$ cat src/rtl/gcm_pkg.sv
// How it works
// RULE1 - output is input times build-time gain
// RULE2 - gain is one scalar constant
// RULE3 - gain masked to its chosen format
// RULE4 - gain integer bits include sign bit
// RULE5 - gain fraction bits only when signed fractional
// RULE6 - zero or more pipeline stages delay result
// RULE7 - phase, enable, clear need one stage
// RULE8 - repeating phase pattern gates captures
// RULE9 - pattern 1 captures every clock
// RULE10 - pattern 10 captures every other clock
// RULE11 - pattern 0100 captures second of four
// RULE12 - optional clock enable qualifies pipeline updates
// RULE13 - optional asynchronous clear empties pipeline
// RULE14 - result width li+lk+2*max fraction
// RULE15 - msb is two's complement sign
// RULE16 - no capture holds, clear forces zero
package gcm_pkg;

  // number format of the gain constant
  typedef enum logic [1:0] {
    GCM_SIGNED_INT,
    GCM_SIGNED_FRAC,
    GCM_UNSIGNED_INT
  } gcm_fmt_t;

  // register bus geometry
  localparam int          GCM_ADDR_W     = 8;
  localparam int          GCM_DATA_W     = 32;
  localparam int          GCM_STRB_W     = 4;
  // register byte offsets
  localparam logic [7:0]  GCM_OFF_CTRL   = 8'h00;
  localparam logic [7:0]  GCM_OFF_STATUS = 8'h04;
  localparam logic [7:0]  GCM_OFF_GAIN   = 8'h08;
  localparam logic [7:0]  GCM_OFF_RESULT = 8'h0c;
  // control fields
  localparam int          GCM_CTRL_EN    = 0;
  localparam int          GCM_CTRL_PCLR  = 1;
  localparam logic        GCM_EN_RST     = 1'b1;
  // status fields
  localparam int          GCM_ST_PH_LSB  = 0;
  localparam int          GCM_ST_CNT_LSB = 16;
  localparam int          GCM_CNT_W      = 16;
  localparam int          GCM_RUN_W      = 8;
  // response codes
  localparam logic [1:0]  GCM_RESP_OKAY  = 2'h0;
  localparam logic [1:0]  GCM_RESP_SLV   = 2'h2;

  // larger of two widths
  function automatic int gcm_max(input int a, input int b);
    return (a > b) ? a : b;
  endfunction

  // fraction bits count only for signed fractional
  function automatic int gcm_frac_eff(input gcm_fmt_t f, input int bits);
    return (f == GCM_SIGNED_FRAC) ? bits : 0;
  endfunction

  // result width from both operand formats
  function automatic int gcm_res_w(input int li, input int ri,
                                   input int lk, input int rk);
    return li + lk + 2 * gcm_max(ri, rk);
  endfunction

endpackage

$ cat src/rtl/gcm_pipe.sv
`timescale 1ns/10ps
// shift chain of result stages, async clearable
module gcm_pipe #(
  parameter int WIDTH = 8,
  parameter int DEPTH = 1
) (
  input  wire logic             i_clk,
  input  wire logic             i_sys_rst,
  input  wire logic             i_aclr,
  input  wire logic             i_cap,
  input  wire logic [WIDTH-1:0] i_d,
  output logic      [WIDTH-1:0] o_q
);

  // all stages in one word
  typedef struct packed {
    logic [DEPTH-1:0][WIDTH-1:0] stg;
  } gcm_pipe_st_t;

  gcm_pipe_st_t st_r;    // registered stages
  gcm_pipe_st_t st_nxt;  // next stages

  // shift on capture, hold otherwise
  always_comb begin
    st_nxt = st_r;
    if (i_sys_rst) begin
      st_nxt = '0;
    end else if (i_cap) begin
      st_nxt.stg[0] = i_d;
      for (int i = 1; i < DEPTH; i++) begin
        st_nxt.stg[i] = st_r.stg[i-1];
      end
    end
  end

  // clear wins over the clock
  always_ff @(posedge i_clk or posedge i_aclr) begin
    if (i_aclr) begin
      st_r <= '0; // RULE13
    end else begin
      st_r <= st_nxt; // RULE16
    end
  end

  assign o_q = st_r.stg[DEPTH-1];

endmodule

$ cat src/rtl/gcm_axil.sv
`timescale 1ns/10ps
// axi4-lite slave front end, one access each way
module gcm_axil (
  input  wire logic                          i_clk,
  input  wire logic                          i_sys_rst,
  input  wire logic                          i_awvalid,
  output logic                               o_awready,
  input  wire logic [gcm_pkg::GCM_ADDR_W-1:0] i_awaddr,
  input  wire logic                          i_wvalid,
  output logic                               o_wready,
  input  wire logic [gcm_pkg::GCM_DATA_W-1:0] i_wdata,
  input  wire logic [gcm_pkg::GCM_STRB_W-1:0] i_wstrb,
  output logic                               o_bvalid,
  input  wire logic                          i_bready,
  output logic [1:0]                         o_bresp,
  input  wire logic                          i_arvalid,
  output logic                               o_arready,
  input  wire logic [gcm_pkg::GCM_ADDR_W-1:0] i_araddr,
  output logic                               o_rvalid,
  input  wire logic                          i_rready,
  output logic [gcm_pkg::GCM_DATA_W-1:0]     o_rdata,
  output logic [1:0]                         o_rresp,
  output logic                               o_wr_stb,
  output logic [gcm_pkg::GCM_ADDR_W-1:0]     o_wr_addr,
  output logic [gcm_pkg::GCM_DATA_W-1:0]     o_wr_data,
  output logic [gcm_pkg::GCM_STRB_W-1:0]     o_wr_strb,
  input  wire logic                          i_wr_err,
  output logic [gcm_pkg::GCM_ADDR_W-1:0]     o_rd_addr,
  input  wire logic [gcm_pkg::GCM_DATA_W-1:0] i_rd_data,
  input  wire logic                          i_rd_err
);

  // whole slave state
  typedef struct packed {
    logic                          awready;
    logic                          wready;
    logic                          aw_got;
    logic                          w_got;
    logic [gcm_pkg::GCM_ADDR_W-1:0] waddr;
    logic [gcm_pkg::GCM_DATA_W-1:0] wdata;
    logic [gcm_pkg::GCM_STRB_W-1:0] wstrb;
    logic                          wr_stb;
    logic                          bvalid;
    logic [1:0]                    bresp;
    logic                          arready;
    logic                          rd_pend;
    logic [gcm_pkg::GCM_ADDR_W-1:0] raddr;
    logic                          rvalid;
    logic [gcm_pkg::GCM_DATA_W-1:0] rdata;
    logic [1:0]                    rresp;
  } gcm_axil_st_t;

  gcm_axil_st_t s_r;    // registered state
  gcm_axil_st_t s_nxt;  // next state

  // handshakes, write commit, read return
  always_comb begin
    s_nxt        = s_r;
    s_nxt.wr_stb = 1'b0;
    if (i_awvalid && s_r.awready) begin
      s_nxt.aw_got = 1'b1;
      s_nxt.waddr  = i_awaddr;
    end
    if (i_wvalid && s_r.wready) begin
      s_nxt.w_got = 1'b1;
      s_nxt.wdata = i_wdata;
      s_nxt.wstrb = i_wstrb;
    end
    // both halves held: commit and answer
    if (s_r.aw_got && s_r.w_got && !s_r.bvalid) begin
      s_nxt.wr_stb = 1'b1;
      s_nxt.bvalid = 1'b1;
      s_nxt.bresp  = i_wr_err ? gcm_pkg::GCM_RESP_SLV : gcm_pkg::GCM_RESP_OKAY;
      s_nxt.aw_got = 1'b0;
      s_nxt.w_got  = 1'b0;
    end else if (s_r.bvalid && i_bready) begin
      s_nxt.bvalid = 1'b0;
    end
    if (i_arvalid && s_r.arready) begin
      s_nxt.rd_pend = 1'b1;
      s_nxt.raddr   = i_araddr;
    end
    // read data sampled one cycle after address
    if (s_r.rd_pend) begin
      s_nxt.rd_pend = 1'b0;
      s_nxt.rvalid  = 1'b1;
      s_nxt.rdata   = i_rd_data;
      s_nxt.rresp   = i_rd_err ? gcm_pkg::GCM_RESP_SLV : gcm_pkg::GCM_RESP_OKAY;
    end else if (s_r.rvalid && i_rready) begin
      s_nxt.rvalid = 1'b0;
    end
    s_nxt.awready = !s_nxt.aw_got && !s_nxt.bvalid && !s_nxt.wr_stb;
    s_nxt.wready  = !s_nxt.w_got && !s_nxt.bvalid && !s_nxt.wr_stb;
    s_nxt.arready = !s_nxt.rd_pend && !s_nxt.rvalid;
    if (i_sys_rst) begin
      s_nxt = '0;
    end
  end

  // single state register
  always_ff @(posedge i_clk) begin
    s_r <= s_nxt;
  end

  assign o_awready = s_r.awready;
  assign o_wready  = s_r.wready;
  assign o_bvalid  = s_r.bvalid;
  assign o_bresp   = s_r.bresp;
  assign o_arready = s_r.arready;
  assign o_rvalid  = s_r.rvalid;
  assign o_rdata   = s_r.rdata;
  assign o_rresp   = s_r.rresp;
  assign o_wr_stb  = s_r.wr_stb;
  assign o_wr_addr = s_r.waddr;
  assign o_wr_data = s_r.wdata;
  assign o_wr_strb = s_r.wstrb;
  assign o_rd_addr = s_r.raddr;

  a_bresp_hold: assert property (@(posedge i_clk) disable iff (i_sys_rst)
    (o_bvalid && !i_bready) |=> (o_bvalid && $stable(o_bresp)))
    else $error("write response dropped before taken");

  a_rdata_hold: assert property (@(posedge i_clk) disable iff (i_sys_rst)
    (o_rvalid && !i_rready) |=> (o_rvalid && $stable(o_rdata)))
    else $error("read data changed before taken");

endmodule

$ cat src/rtl/gcm_top.sv
// Added by the designer: the register offsets and the AXI4-Lite interface to the registers.
`timescale 1ns/10ps
// constant gain multiplier with phase-gated pipeline
module gcm_top #(
  parameter int                IN_INT_BITS    = 8,
  parameter int                IN_FRAC_BITS   = 8,
  parameter gcm_pkg::gcm_fmt_t GAIN_FMT       = gcm_pkg::GCM_SIGNED_FRAC,
  parameter int                GAIN_INT_BITS  = 2,
  parameter int                GAIN_FRAC_BITS = 8,
  parameter longint            GAIN_VALUE     = 64'sd384,
  parameter int                PIPE_STAGES    = 2,
  parameter int                PHASE_LEN      = 1,
  parameter logic [PHASE_LEN-1:0] PHASE_PAT   = 1'b1,
  parameter bit                USE_ENA        = 1'b1,
  parameter bit                USE_ACLR       = 1'b1,
  localparam int IN_W  = IN_INT_BITS + IN_FRAC_BITS,
  localparam int GK_FR = gcm_pkg::gcm_frac_eff(GAIN_FMT, GAIN_FRAC_BITS),
  localparam int RES_W = gcm_pkg::gcm_res_w(IN_INT_BITS, IN_FRAC_BITS,
                                            GAIN_INT_BITS, GK_FR)
) (
  input  wire logic                          i_clk,
  input  wire logic                          i_sys_rst,
  input  wire logic [IN_W-1:0]               i_din,
  input  wire logic                          i_ena,
  input  wire logic                          i_aclr,
  output logic      [RES_W-1:0]              o_result,
  input  wire logic                          i_awvalid,
  output logic                               o_awready,
  input  wire logic [gcm_pkg::GCM_ADDR_W-1:0] i_awaddr,
  input  wire logic                          i_wvalid,
  output logic                               o_wready,
  input  wire logic [gcm_pkg::GCM_DATA_W-1:0] i_wdata,
  input  wire logic [gcm_pkg::GCM_STRB_W-1:0] i_wstrb,
  output logic                               o_bvalid,
  input  wire logic                          i_bready,
  output logic [1:0]                         o_bresp,
  input  wire logic                          i_arvalid,
  output logic                               o_arready,
  input  wire logic [gcm_pkg::GCM_ADDR_W-1:0] i_araddr,
  output logic                               o_rvalid,
  input  wire logic                          i_rready,
  output logic [gcm_pkg::GCM_DATA_W-1:0]     o_rdata,
  output logic [1:0]                         o_rresp
);

  // gain word: integer part carries the sign bit
  localparam int GK_W     = GAIN_INT_BITS + GK_FR; // RULE4 RULE5
  // binary point alignment into the result
  localparam int MAX_FR   = gcm_pkg::gcm_max(IN_FRAC_BITS, GK_FR);
  localparam int SHIFT    = 2 * MAX_FR - IN_FRAC_BITS - GK_FR; // RULE14
  localparam int PRD_W    = IN_W + GK_W + 1;
  // one scalar constant, cut to its format width
  localparam logic [GK_W-1:0] GAIN_K = GK_W'(GAIN_VALUE); // RULE2 RULE3
  localparam bit  GAIN_SGN = (GAIN_FMT != gcm_pkg::GCM_UNSIGNED_INT);
  // unsigned gain gets a zero above its msb
  localparam logic signed [GK_W:0] GAIN_EXT =
    GAIN_SGN ? {GAIN_K[GK_W-1], GAIN_K} : {1'b0, GAIN_K}; // RULE15
  localparam bit  GAIN_POS = (GAIN_EXT > 0);
  // phase counter geometry
  localparam int  PH_W    = (PHASE_LEN > 1) ? $clog2(PHASE_LEN) : 1;
  localparam logic [PH_W-1:0] PH_LAST = PH_W'(PHASE_LEN - 1);
  // readable slices of result and gain
  localparam int  RD_RW   = (RES_W < gcm_pkg::GCM_DATA_W) ? RES_W
                                                         : gcm_pkg::GCM_DATA_W;
  localparam int  RD_GW   = (GK_W < gcm_pkg::GCM_DATA_W) ? GK_W
                                                        : gcm_pkg::GCM_DATA_W;
  // saturation point of the capture run counter
  localparam logic [gcm_pkg::GCM_RUN_W-1:0] RUN_MAX = '1;

  // all block state in one word
  typedef struct packed {
    logic [PH_W-1:0]                 phase;    // current clock phase
    logic                            soft_en;  // software run enable
    logic [gcm_pkg::GCM_CNT_W-1:0]   cap_cnt;  // samples captured
    logic [gcm_pkg::GCM_RUN_W-1:0]   en_run;   // consecutive captures
  } gcm_top_st_t;

  gcm_top_st_t st_r;    // registered state
  gcm_top_st_t st_nxt;  // next state

  logic signed [PRD_W-1:0]         prod_w;   // raw product
  logic        [RES_W-1:0]         res_comb; // aligned product
  logic                            ph_sel;   // pattern bit of this phase
  logic                            ena_ok;   // enable pin, if used
  logic                            aclr_eff; // clear pin, if used
  logic                            cap_en;   // pipeline capture strobe
  logic                            ph_clr;   // software phase restart
  logic                            wr_stb;   // register write pulse
  logic [gcm_pkg::GCM_ADDR_W-1:0]  wr_addr;  // register write address
  logic [gcm_pkg::GCM_DATA_W-1:0]  wr_data;  // register write data
  logic [gcm_pkg::GCM_STRB_W-1:0]  wr_strb;  // register write lanes
  logic [gcm_pkg::GCM_ADDR_W-1:0]  rd_addr;  // register read address
  logic [gcm_pkg::GCM_DATA_W-1:0]  rd_data;  // register read data
  logic                            wr_err;   // unmapped write
  logic                            rd_err;   // unmapped read

  // true for the four mapped words
  function automatic logic reg_hit(input logic [gcm_pkg::GCM_ADDR_W-1:0] a);
    return (a == gcm_pkg::GCM_OFF_CTRL)   || (a == gcm_pkg::GCM_OFF_STATUS) ||
           (a == gcm_pkg::GCM_OFF_GAIN)   || (a == gcm_pkg::GCM_OFF_RESULT);
  endfunction

  // signed product, both sides sign extended
  assign prod_w   = PRD_W'($signed(i_din)) * PRD_W'(GAIN_EXT); // RULE1 RULE15
  // place binary point at twice the larger fraction
  assign res_comb = RES_W'(prod_w) <<< SHIFT; // RULE14

  // pins only matter once a stage exists
  assign ena_ok   = (USE_ENA && PIPE_STAGES > 0) ? i_ena : 1'b1; // RULE7 RULE12
  assign aclr_eff = (USE_ACLR && PIPE_STAGES > 0) ? i_aclr : 1'b0; // RULE7 RULE13
  // first pattern character is phase zero
  assign ph_sel   = PHASE_PAT[PHASE_LEN - 1 - int'(st_r.phase)]; // RULE8
  assign cap_en   = ph_sel && ena_ok && st_r.soft_en; // RULE9 RULE16

  // write side effects
  assign ph_clr   = wr_stb && (wr_addr == gcm_pkg::GCM_OFF_CTRL) &&
                    wr_strb[0] && wr_data[gcm_pkg::GCM_CTRL_PCLR];
  // unmapped offsets answer with a slave error
  assign wr_err   = !reg_hit(wr_addr);
  assign rd_err   = !reg_hit(rd_addr);

  // register read mux
  always_comb begin
    rd_data = '0;
    case (rd_addr)
      gcm_pkg::GCM_OFF_CTRL: begin
        rd_data[gcm_pkg::GCM_CTRL_EN] = st_r.soft_en;
      end
      gcm_pkg::GCM_OFF_STATUS: begin
        rd_data[gcm_pkg::GCM_ST_PH_LSB +: PH_W] = st_r.phase;
        rd_data[gcm_pkg::GCM_ST_CNT_LSB +: gcm_pkg::GCM_CNT_W] = st_r.cap_cnt;
      end
      gcm_pkg::GCM_OFF_GAIN: begin
        rd_data[RD_GW-1:0] = GAIN_K[RD_GW-1:0];
      end
      gcm_pkg::GCM_OFF_RESULT: begin
        rd_data[RD_RW-1:0] = o_result[RD_RW-1:0];
      end
      default: begin
        rd_data = '0;
      end
    endcase
  end

  // phase walk, control register, capture counters
  always_comb begin
    st_nxt = st_r;
    // phase advances on every clock and wraps, a ph_clr write restarts it at zero
    if (ph_clr || st_r.phase == PH_LAST) begin
      st_nxt.phase = '0; // RULE8 RULE10 RULE11
    end else begin
      st_nxt.phase = st_r.phase + 1'b1;
    end
    // software run enable in control bit
    if (wr_stb && wr_addr == gcm_pkg::GCM_OFF_CTRL && wr_strb[0]) begin
      st_nxt.soft_en = wr_data[gcm_pkg::GCM_CTRL_EN];
    end
    // count captured samples
    if (cap_en) begin
      st_nxt.cap_cnt = st_r.cap_cnt + 1'b1;
    end
    // run of back to back captures, saturating
    if (!cap_en || aclr_eff) begin
      st_nxt.en_run = '0;
    end else if (st_r.en_run != RUN_MAX) begin
      st_nxt.en_run = st_r.en_run + 1'b1;
    end
    // defined control state after reset
    if (i_sys_rst) begin
      st_nxt         = '0;
      st_nxt.soft_en = gcm_pkg::GCM_EN_RST;
    end
  end

  // single state register
  always_ff @(posedge i_clk) begin
    st_r <= st_nxt;
  end

  // stage chain or straight product
  generate
    if (PIPE_STAGES > 0) begin : g_pipe
      gcm_pipe #(
        .WIDTH (RES_W),
        .DEPTH (PIPE_STAGES)
      ) u_pipe (
        .i_clk     (i_clk),
        .i_sys_rst (i_sys_rst),
        .i_aclr    (aclr_eff),
        .i_cap     (cap_en),
        .i_d       (res_comb),
        .o_q       (o_result)
      ); // RULE6 RULE16
    end else begin : g_comb
      // zero stages: purely combinational
      assign o_result = res_comb; // RULE6
    end
  endgenerate

  // register bus slave
  // writes commit one cycle after both halves arrive
  gcm_axil u_axil (
    .i_clk     (i_clk),
    .i_sys_rst (i_sys_rst),
    .i_awvalid (i_awvalid),
    .o_awready (o_awready),
    .i_awaddr  (i_awaddr),
    .i_wvalid  (i_wvalid),
    .o_wready  (o_wready),
    .i_wdata   (i_wdata),
    .i_wstrb   (i_wstrb),
    .o_bvalid  (o_bvalid),
    .i_bready  (i_bready),
    .o_bresp   (o_bresp),
    .i_arvalid (i_arvalid),
    .o_arready (o_arready),
    .i_araddr  (i_araddr),
    .o_rvalid  (o_rvalid),
    .i_rready  (i_rready),
    .o_rdata   (o_rdata),
    .o_rresp   (o_rresp),
    .o_wr_stb  (wr_stb),
    .o_wr_addr (wr_addr),
    .o_wr_data (wr_data),
    .o_wr_strb (wr_strb),
    .i_wr_err  (wr_err),
    .o_rd_addr (rd_addr),
    .i_rd_data (rd_data),
    .i_rd_err  (rd_err)
  );

  // phase restarts after the last one
  a_phase_wrap: assert property (@(posedge i_clk) disable iff (i_sys_rst) // RULE8
    (st_r.phase == PH_LAST) |=> (st_r.phase == '0))
    else $error("phase did not wrap");

  // reset returns phase to zero
  a_reset_phase: assert property (@(posedge i_clk)
    i_sys_rst |=> (st_r.phase == '0 && st_r.soft_en == gcm_pkg::GCM_EN_RST))
    else $error("reset left phase or enable wrong");

  // negative sample, positive gain: sign bit set
  a_sign_out: assert property (@(posedge i_clk) disable iff (i_sys_rst) // RULE15
    ($signed(i_din) < 0 && GAIN_POS) |-> res_comb[RES_W-1])
    else $error("product sign bit wrong");

  // capture counter steps by one per capture
  a_cnt_step: assert property (@(posedge i_clk) disable iff (i_sys_rst) // RULE8
    cap_en |=> (st_r.cap_cnt == $past(st_r.cap_cnt) + 1'b1))
    else $error("capture count did not step");

  // run enable low blocks every capture
  a_run_block: assert property (@(posedge i_clk) disable iff (i_sys_rst) // RULE16
    !st_r.soft_en |-> !cap_en)
    else $error("capture while run enable low");

  // checks that need a stage, then per-pattern checks
  generate
    if (PIPE_STAGES > 0) begin : g_chk
      // no capture: output holds
      a_hold_idle: assert property (@(posedge i_clk) disable iff (i_sys_rst) // RULE16
        (!cap_en && !aclr_eff) |=> ($stable(o_result) || aclr_eff))
        else $error("output moved without capture");

      // enable low freezes the pipeline
      a_ena_gate: assert property (@(posedge i_clk) disable iff (i_sys_rst) // RULE12
        (USE_ENA && !i_ena && !aclr_eff) |=> ($stable(o_result) || aclr_eff))
        else $error("enable low did not hold output");

      // clear empties the pipeline
      a_aclr_zero: assert property (@(posedge i_clk) disable iff (i_sys_rst) // RULE13
        aclr_eff |-> (o_result == '0))
        else $error("clear did not zero output");

      // steady captures give the product stages later
      a_pipe_delay: assert property (@(posedge i_clk) disable iff (i_sys_rst) // RULE6
        (st_r.en_run >= PIPE_STAGES && !aclr_eff) |->
          (o_result == $past(res_comb, PIPE_STAGES)))
        else $error("result latency wrong");
    end
    if (PHASE_LEN == 1 && PHASE_PAT == 1'b1) begin : g_chk1
      // single one: capture every clock
      a_every_clk: assert property (@(posedge i_clk) disable iff (i_sys_rst) // RULE9
        (st_r.soft_en && ena_ok)[*2] |-> cap_en)
        else $error("missed a capture under pattern 1");
    end
    if (PHASE_LEN == 2 && PHASE_PAT == 2'b10) begin : g_chk2
      // alternate clocks only
      a_alt_phase: assert property (@(posedge i_clk) // RULE10
        disable iff (i_sys_rst || ph_clr)
        cap_en |=> !cap_en)
        else $error("pattern 10 captured twice in a row");
    end
    if (PHASE_LEN == 4 && PHASE_PAT == 4'b0100) begin : g_chk4
      // second of four, three blocked after
      a_quad_gap: assert property (@(posedge i_clk) // RULE11
        disable iff (i_sys_rst || ph_clr)
        cap_en |-> (st_r.phase == PH_W'(1)) ##1 (!cap_en)[*3])
        else $error("pattern 0100 captured in wrong phase");
    end
  endgenerate

endmodule

$ cat config.mk
export PLATFORM = sky130hd
export DESIGN_NAME = gcm_top
export DESIGN_NICKNAME = d
export VERILOG_FILES = /design/src/rtl/gcm_pkg.sv /design/src/rtl/gcm_pipe.sv /design/src/rtl/gcm_axil.sv /design/src/rtl/gcm_top.sv
export SDC_FILE = /design/constraint.sdc
export NUM_CORES = 1
export LEC_CHECK = 0
export BUFFER_PORTS_ARGS = -buffer_cell sky130_fd_sc_hd__buf_2
export CAP_MARGIN = 40
export CORE_MARGIN = 3
export CORE_UTILIZATION = 40
export CTS_CLUSTER_DIAMETER = 60
export CTS_CLUSTER_SIZE = 12
export DETAILED_ROUTE_END_ITERATION = 6
export HOLD_SLACK_MARGIN = 0.12
export MAX_ROUTING_LAYER = met4
export PLACE_DENSITY = 0.7
export REMOVE_ABC_BUFFERS = 1
export SYNTH_ARGS = -nofsm -noshare
export SYNTH_HDL_FRONTEND = slang
export SYNTH_SLANG_ARGS = --single-unit
$ cat constraint.sdc
create_clock -name i_clk -period 2.1 [get_ports i_clk]
set_input_delay 0.42 -clock i_clk [delete_from_list [all_inputs] [get_ports i_clk]]
set_output_delay 0.42 -clock i_clk [all_outputs]
set_load 0.05 [all_outputs]
; Word level (Yosys, flattened, before mapping)
; Index checks and enable logic that the tools add are counted.
[totals]
reg_bits = 134
output_inout_bits = 67
inputBits = 77
wordCells = 89
[op_classes]
order_cmp = 1
reduce_logical = 35
add_sub_neg = 3
n_bitwise = 1
multipliers = 1
mux = 21
eq_ne = 6
[ops]
columns = operator, count
row1 = $mux 52, 2
row2 = $eq 8x4->1 const B, 4
row3 = $pmux 10 s2, 1
row4 = $mul 16x3->19 const B, 1
row5 = $pmux 9 s2, 1
row6 = $logic_and 1x1->1, 17
row7 = $add 16x1->16 const B, 1
row8 = $eq 8x3->1 const B, 2
row9 = $logic_not 8->1, 2
row10 = $mux 6, 2
row11 = $mux 1, 10
row12 = $mux 9, 1
row13 = $logic_not 1->1, 7
row14 = $logic_or 1x1->1, 7
row15 = $mux 2, 3
row16 = $pmux 1 s3, 1
row17 = $lt 2x2->1 const B, 1
row18 = $reduce_bool 2->1, 1
row19 = $reduce_or 2->1, 1
row20 = $sub 1x1->2 const A, 1
row21 = $add 1x1->1 const B, 1
row22 = $not 1->1, 1

; Longest topological paths before layout
[depth]
ltp_word = 8
depth_mapped = 10
mapped_depth_nobuf = 10

; Cells and area by module
; From an unflattened synthesis, not the netlist that was laid out.
[unflattened]
cells_unflattened = 904
hier_area_um2 = 9034.9
[by_module_without_submodules]
columns = module, n_inst, seq_area_each_um2, cells_per_inst, area_per_inst_um2
row1 = gcm_axil, 1, 1901.8, 463, 4688.2
row2 = gcm_pipe, 1, 1301.2, 195, 2326.0
row3 = gcm_top, 1, 360.3, 246, 2020.7

; Worst setup path before layout
; No wires, ideal clock.
[synth_path]
kind = input to register
startpoint = input port i_din[1]
endpoint = register g_pipe.u_pipe.st_r[21] (netlist bit)
slack_ns = -0.303
path_stages = 10
t_arrival_ns = 2.322
n_path_buf = 0
cell_sequence = ha_1 > ha_1 > inv_1 > fa_1 > and2b_1 > o21bai_4 > a31oi_4 > o311ai_2 > mux2_1 > o22ai_2
[synth_via]
elab_chain_cells = 3
[synth_lines]
columns = item, line_no
row1 = start: declaration, gcm_top.sv:23  ; input wire logic [IN_W-1:0] i_din,
row2 = $mul 16x3->19, gcm_top.sv:104  ; assign prod_w = PRD_W'($signed(i_din)) * PRD_W'(GAIN_EXT);
row3 = $mux 52, gcm_pipe.sv:28  ; end else if (i_cap) begin
row4 = $mux 52, gcm_pipe.sv:26  ; if (i_sys_rst) begin
row5 = end signal: assignment, gcm_pipe.sv:41  ; st_r <= st_nxt;
row6 = end: declaration, gcm_pipe.sv:20  ; gcm_pipe_st_t st_r;
; No other way between the ends. The select of a mux whose other input is x is not followed.
; A chain may end at the register's enable or synchronous reset.

; Worst setup path in the final report
[layout_path]
startpoint = input port i_din[2]
endpoint = register g_pipe.u_pipe.st_r[21] (netlist bit)
; The elaborated chain is that of the path after synthesis.

==> summary.json <==
{
  "ys_top_cells_by_count": {"value": "sky130_fd_sc_hd__nand2_1 (129), sky130_fd_sc_hd__dfxtp_1 (73), sky130_fd_sc_hd__a21oi_1 (65)"},
  "rr_worst_depth": {"value": 6},
  "power.static_leakage": {"value": 2.95, "unit": "nW"},
  "floorplan.core_area": {"value": 13400, "unit": "sq um"},
  "route.vias.total": {"value": 4433},
  "remaining_drc_errors": {"value": 0},
  "dieArea": {"value": 15300, "unit": "sq um"},
  "final.setup_skew": {"value": 0.00979, "unit": "ns"},
  "grt_pass1_vias": {"value": 4166},
  "overflow": {"value": 0},
  "post_dp_hpwl": {"value": 8810, "unit": "um"},
  "highest_clock_frequency_the_design_can_meet": {"value": 0.484, "unit": "GHz"},
  "drtPass1Iterations": {"value": 4},
  "synth_area_leader_cell": {"value": "sky130_fd_sc_hd__dfxtp_1"},
  "wl_final": {"value": 11800, "unit": "um"},
  "final_util": {"value": 0.492},
  "number_of_antenna_violations_at_the_first_check_in_global_routing": {"value": 0},
  "syn_area_cell": {"value": 8.67, "unit": "sq um"},
  "syn_to_final_growth": {"value": 18.6, "unit": "%"},
  "post-layout-total-power": {"value": 5.05, "unit": "mW"},
  "ys_top_cells_by_area": {"value": "sky130_fd_sc_hd__dfxtp_1 (26%), sky130_fd_sc_hd__dfrtp_1 (17%), sky130_fd_sc_hd__nand2_1 (8.7%)"},
  "period_minus_slack": {"value": 2.07, "unit": "ns"},
  "diodes": {"value": 0},
  "die-width": {"value": 124, "unit": "um"},
  "path_max_fanout": {"value": 4},
  "synthesis.yosys.warnings": {"value": 0},
  "tritoncts.num_buffers": {"value": 9},
  "num_io_pins": {"value": 144},
  "design.final.nets": {"value": 835},
  "timing.setup.critical_path_class": {"value": "in -> reg"},
  "instances_no_fill": {"value": 908},
  "overall_die_height": {"value": 124, "unit": "um"},
  "detail_route.iter0.violations": {"value": 303},
  "placement.setup.worst_slack": {"value": -0.500, "unit": "ns"},
  "hold_path_class": {"value": "in -> async"},
  "required": {"value": 2.37, "unit": "ns"},
  "groute.usage.overall": {"value": 0.164},
  "row_count": {"value": 42},
  "synthDominantCellAreaShare": {"value": 0.263},
  "clock_pin_slew_reported_for_the_worst_setup_and_hold_paths_after_clock_tree_synthesis": {"value": 0.07, "unit": "ns"},
  "synth-edff-count": {"value": 0},
  "port_buffers": {"value": 94},
  "fillCellCount": {"value": 1291},
  "timing.final.max_slew_violations": {"value": 0},
  "cts.sinks": {"value": 111},
  "layout_setup_ws": {"value": 0.0350, "unit": "ns"},
  "cts-root-to-sink-buffers": {"value": 2},
  "vdd_ir_drop_max": {"value": 382, "unit": "uV"},
  "cts.htree.levels": {"value": 3},
  "syn_area": {"value": 5560, "unit": "sq um"},
  "synth_async_sr_flop_share": {"value": 0.342},
  "floorplan.initialDensity": {"value": 0.415},
  "setup.worst_path.end_class": {"value": "flip-flop"},
  "synthMostInstantiatedCell": {"value": "sky130_fd_sc_hd__nand2_1"},
  "cts_tree": {"value": "yes"},
  "finalSetupViolations": {"value": 0},
  "hold-worst-slack": {"value": 0.156, "unit": "ns"},
  "global_route_wire_length_before_repair": {"value": 19600, "unit": "um"},
  "drive_gt1_frac": {"value": 0.258},
  "ys_types": {"value": 58},
  "syn-instance-count": {"value": 641},
  "root_buffer": {"value": "sky130_fd_sc_hd__clkbuf_16"},
  "grt_setup_unrepaired": {"value": "yes"},
  "setup.reg_to_reg.worst_slack": {"value": 0.40, "unit": "ns"},
  "finalWeightedCongestion": {"value": 0.840},
  "finalCritPeriodShare": {"value": 0.983},
  "detail-route-antenna-nets": {"value": 0},
  "worst-endpoint-arrival": {"value": 2.34, "unit": "ns"},
  "vias_per_cell": {"value": 4.88},
  "type_of_origin_of_the_critical_path": {"value": "input pin"},
  "max-cap-violations": {"value": 0},
  "regToRegEndpoint": {"value": "u_axil.o_rdata[13]$_SDFFE_PP0P_"},
  "maximum_number_of_pins_on_one_net_before_global_route_repair": {"value": 39},
  "finalHoldViolCount": {"value": 0},
  "r2r-start": {"value": "u_axil.o_rd_addr[7]$_SDFFE_PP0P_"},
  "power_per_cell_area": {"value": 766, "unit": "nW/um^2"},
  "wl_per_cell": {"value": 13.0, "unit": "um"},
  "placed_cells_incl_taps": {"value": 891},
  "seq_total_area_yosys": {"value": 0.434},
  "result_of_the_run": {"value": "completed"},
  "clk_latency": {"value": 0.35, "unit": "ns"},
  "synth_seq_cells": {"value": 111},
  "dominantRegCellSynth": {"value": "sky130_fd_sc_hd__dfxtp_1"}
}
-- worst max-delay path by stage --
| stage | start | end | slack, ns |
|---|---|---|---|
| floorplan | i_din[1] | g_pipe.u_pipe.st_r[21]$_DFFE_PP0P_ | -0.31 |
| global placement | i_din[1] | g_pipe.u_pipe.st_r[21]$_DFFE_PP0P_ | -0.47 |
| detailed placement | i_din[1] | g_pipe.u_pipe.st_r[21]$_DFFE_PP0P_ | -0.50 |
| CTS | i_din[1] | g_pipe.u_pipe.st_r[21]$_DFFE_PP0P_ | 0.02 |
| global route | i_din[2] | g_pipe.u_pipe.st_r[21]$_DFFE_PP0P_ | -0.05 |
| finish | i_din[2] | g_pipe.u_pipe.st_r[21]$_DFFE_PP0P_ | 0.03 |
-- cell type report --
cell class              instances  area (sq um)  area share
clock buffers                  13           314      0.0477
clock inverters                 3          26.3     0.00399
inverters                      11          41.3     0.00627
multi-input cells             445          2680       0.406
flip-flops and latches        111          2410       0.366
well taps                     176           220      0.0334
repair buffers                149           900       0.137
-- through the flow --
step | cell area (sq um) | TNS [ns]
2_1_floorplan | 5040 | -1.12
3_3_place_gp | 6140 | -3.08
3_5_place_dp | 6140 | -3.47
4_1_cts | 6520 | 0
5_1_grt | 6590 | -0.0832
6_report | 6590 | 0
-- cell usage in the layout, fill, tap and decap left out, types with 6 or more instances in the layout --
| cell | instances |
|---|---|
| sky130_fd_sc_hd__a22o_1 | 7 |
| sky130_fd_sc_hd__xor2_1 | 13 |
| sky130_fd_sc_hd__o21ai_0 | 22 |
| sky130_fd_sc_hd__a21oi_1 | 63 |
| sky130_fd_sc_hd__a22oi_1 | 6 |
| sky130_fd_sc_hd__nand2_1 | 129 |
| sky130_fd_sc_hd__nor3_1 | 8 |
| sky130_fd_sc_hd__mux2i_1 | 12 |
| sky130_fd_sc_hd__nand3_1 | 16 |
| sky130_fd_sc_hd__buf_2 | 92 |
| sky130_fd_sc_hd__xnor2_1 | 8 |
| sky130_fd_sc_hd__ha_1 | 24 |
| sky130_fd_sc_hd__dfxtp_1 | 73 |
| sky130_fd_sc_hd__clkbuf_16 | 12 |
| sky130_fd_sc_hd__inv_1 | 9 |
| sky130_fd_sc_hd__nor2_1 | 44 |
| sky130_fd_sc_hd__dfrtp_1 | 38 |
| sky130_fd_sc_hd__conb_1 | 16 |
| sky130_fd_sc_hd__buf_4 | 55 |
-- layer usage --
metal	track usage	vias up	part of all wire
li1	-	2279	-
met1	0.222	2046	0.47
met2	0.251	95	0.47
met3	0.0168	13	0.036
met4	0.0685	0	0.017
met5	-	-	0
-- sequential cells by signal, summed over array words and instances (netlist names), 3 cells and up --
name                flops
g_pipe.u_pipe.o_q      19
g_pipe.u_pipe.st_r     19
u_axil.o_wr_addr        8
u_axil.o_rdata         26
st_r                   18
u_axil.s_r              3
u_axil.o_rd_addr        8
-- where the power goes --
part | internal, mW | leakage [nW] | switching (mW)
sequential | 2.21 | 1.11 | 0.0662
combinational | 0.381 | 1.68 | 0.551
clock | 1.06 | 0.168 | 0.779
total | 3.65 | 2.95 | 1.40
-- logic make-up after synthesis --
kind of cell | synth area share
multiplexers | 0.0236
adder cells (fa/ha/maj) | 0.0711
AO/OA/AOI/OAI | 0.140
buffers and inverters | 0.110
other | 0.000675
XOR/XNOR | 0.0331
flip-flops | 0.434
AND/OR/NAND/NOR | 0.188
-- what timing repair did --
item / CTS / global route
hold buffers: 0 / 0
setup endpoints to repair: 3 / 6
gates resized for setup: 7 / 14
setup buffers: 1 / 0
pin swaps: 6 / 8
-- critical path, stage by stage --
cell and delay [ns]:
sky130_fd_sc_hd__buf_8 0.10, sky130_fd_sc_hd__ha_4 0.24, sky130_fd_sc_hd__ha_4 0.16, sky130_fd_sc_hd__inv_2 0.05
sky130_fd_sc_hd__fa_2 0.17, sky130_fd_sc_hd__and2b_2 0.23, sky130_fd_sc_hd__o21bai_4 0.14, sky130_fd_sc_hd__a31oi_4 0.12
sky130_fd_sc_hd__o311ai_2 0.29, sky130_fd_sc_hd__mux2_4 0.33, sky130_fd_sc_hd__o22ai_2 0.08
Power figures use the tool's default switching activity.
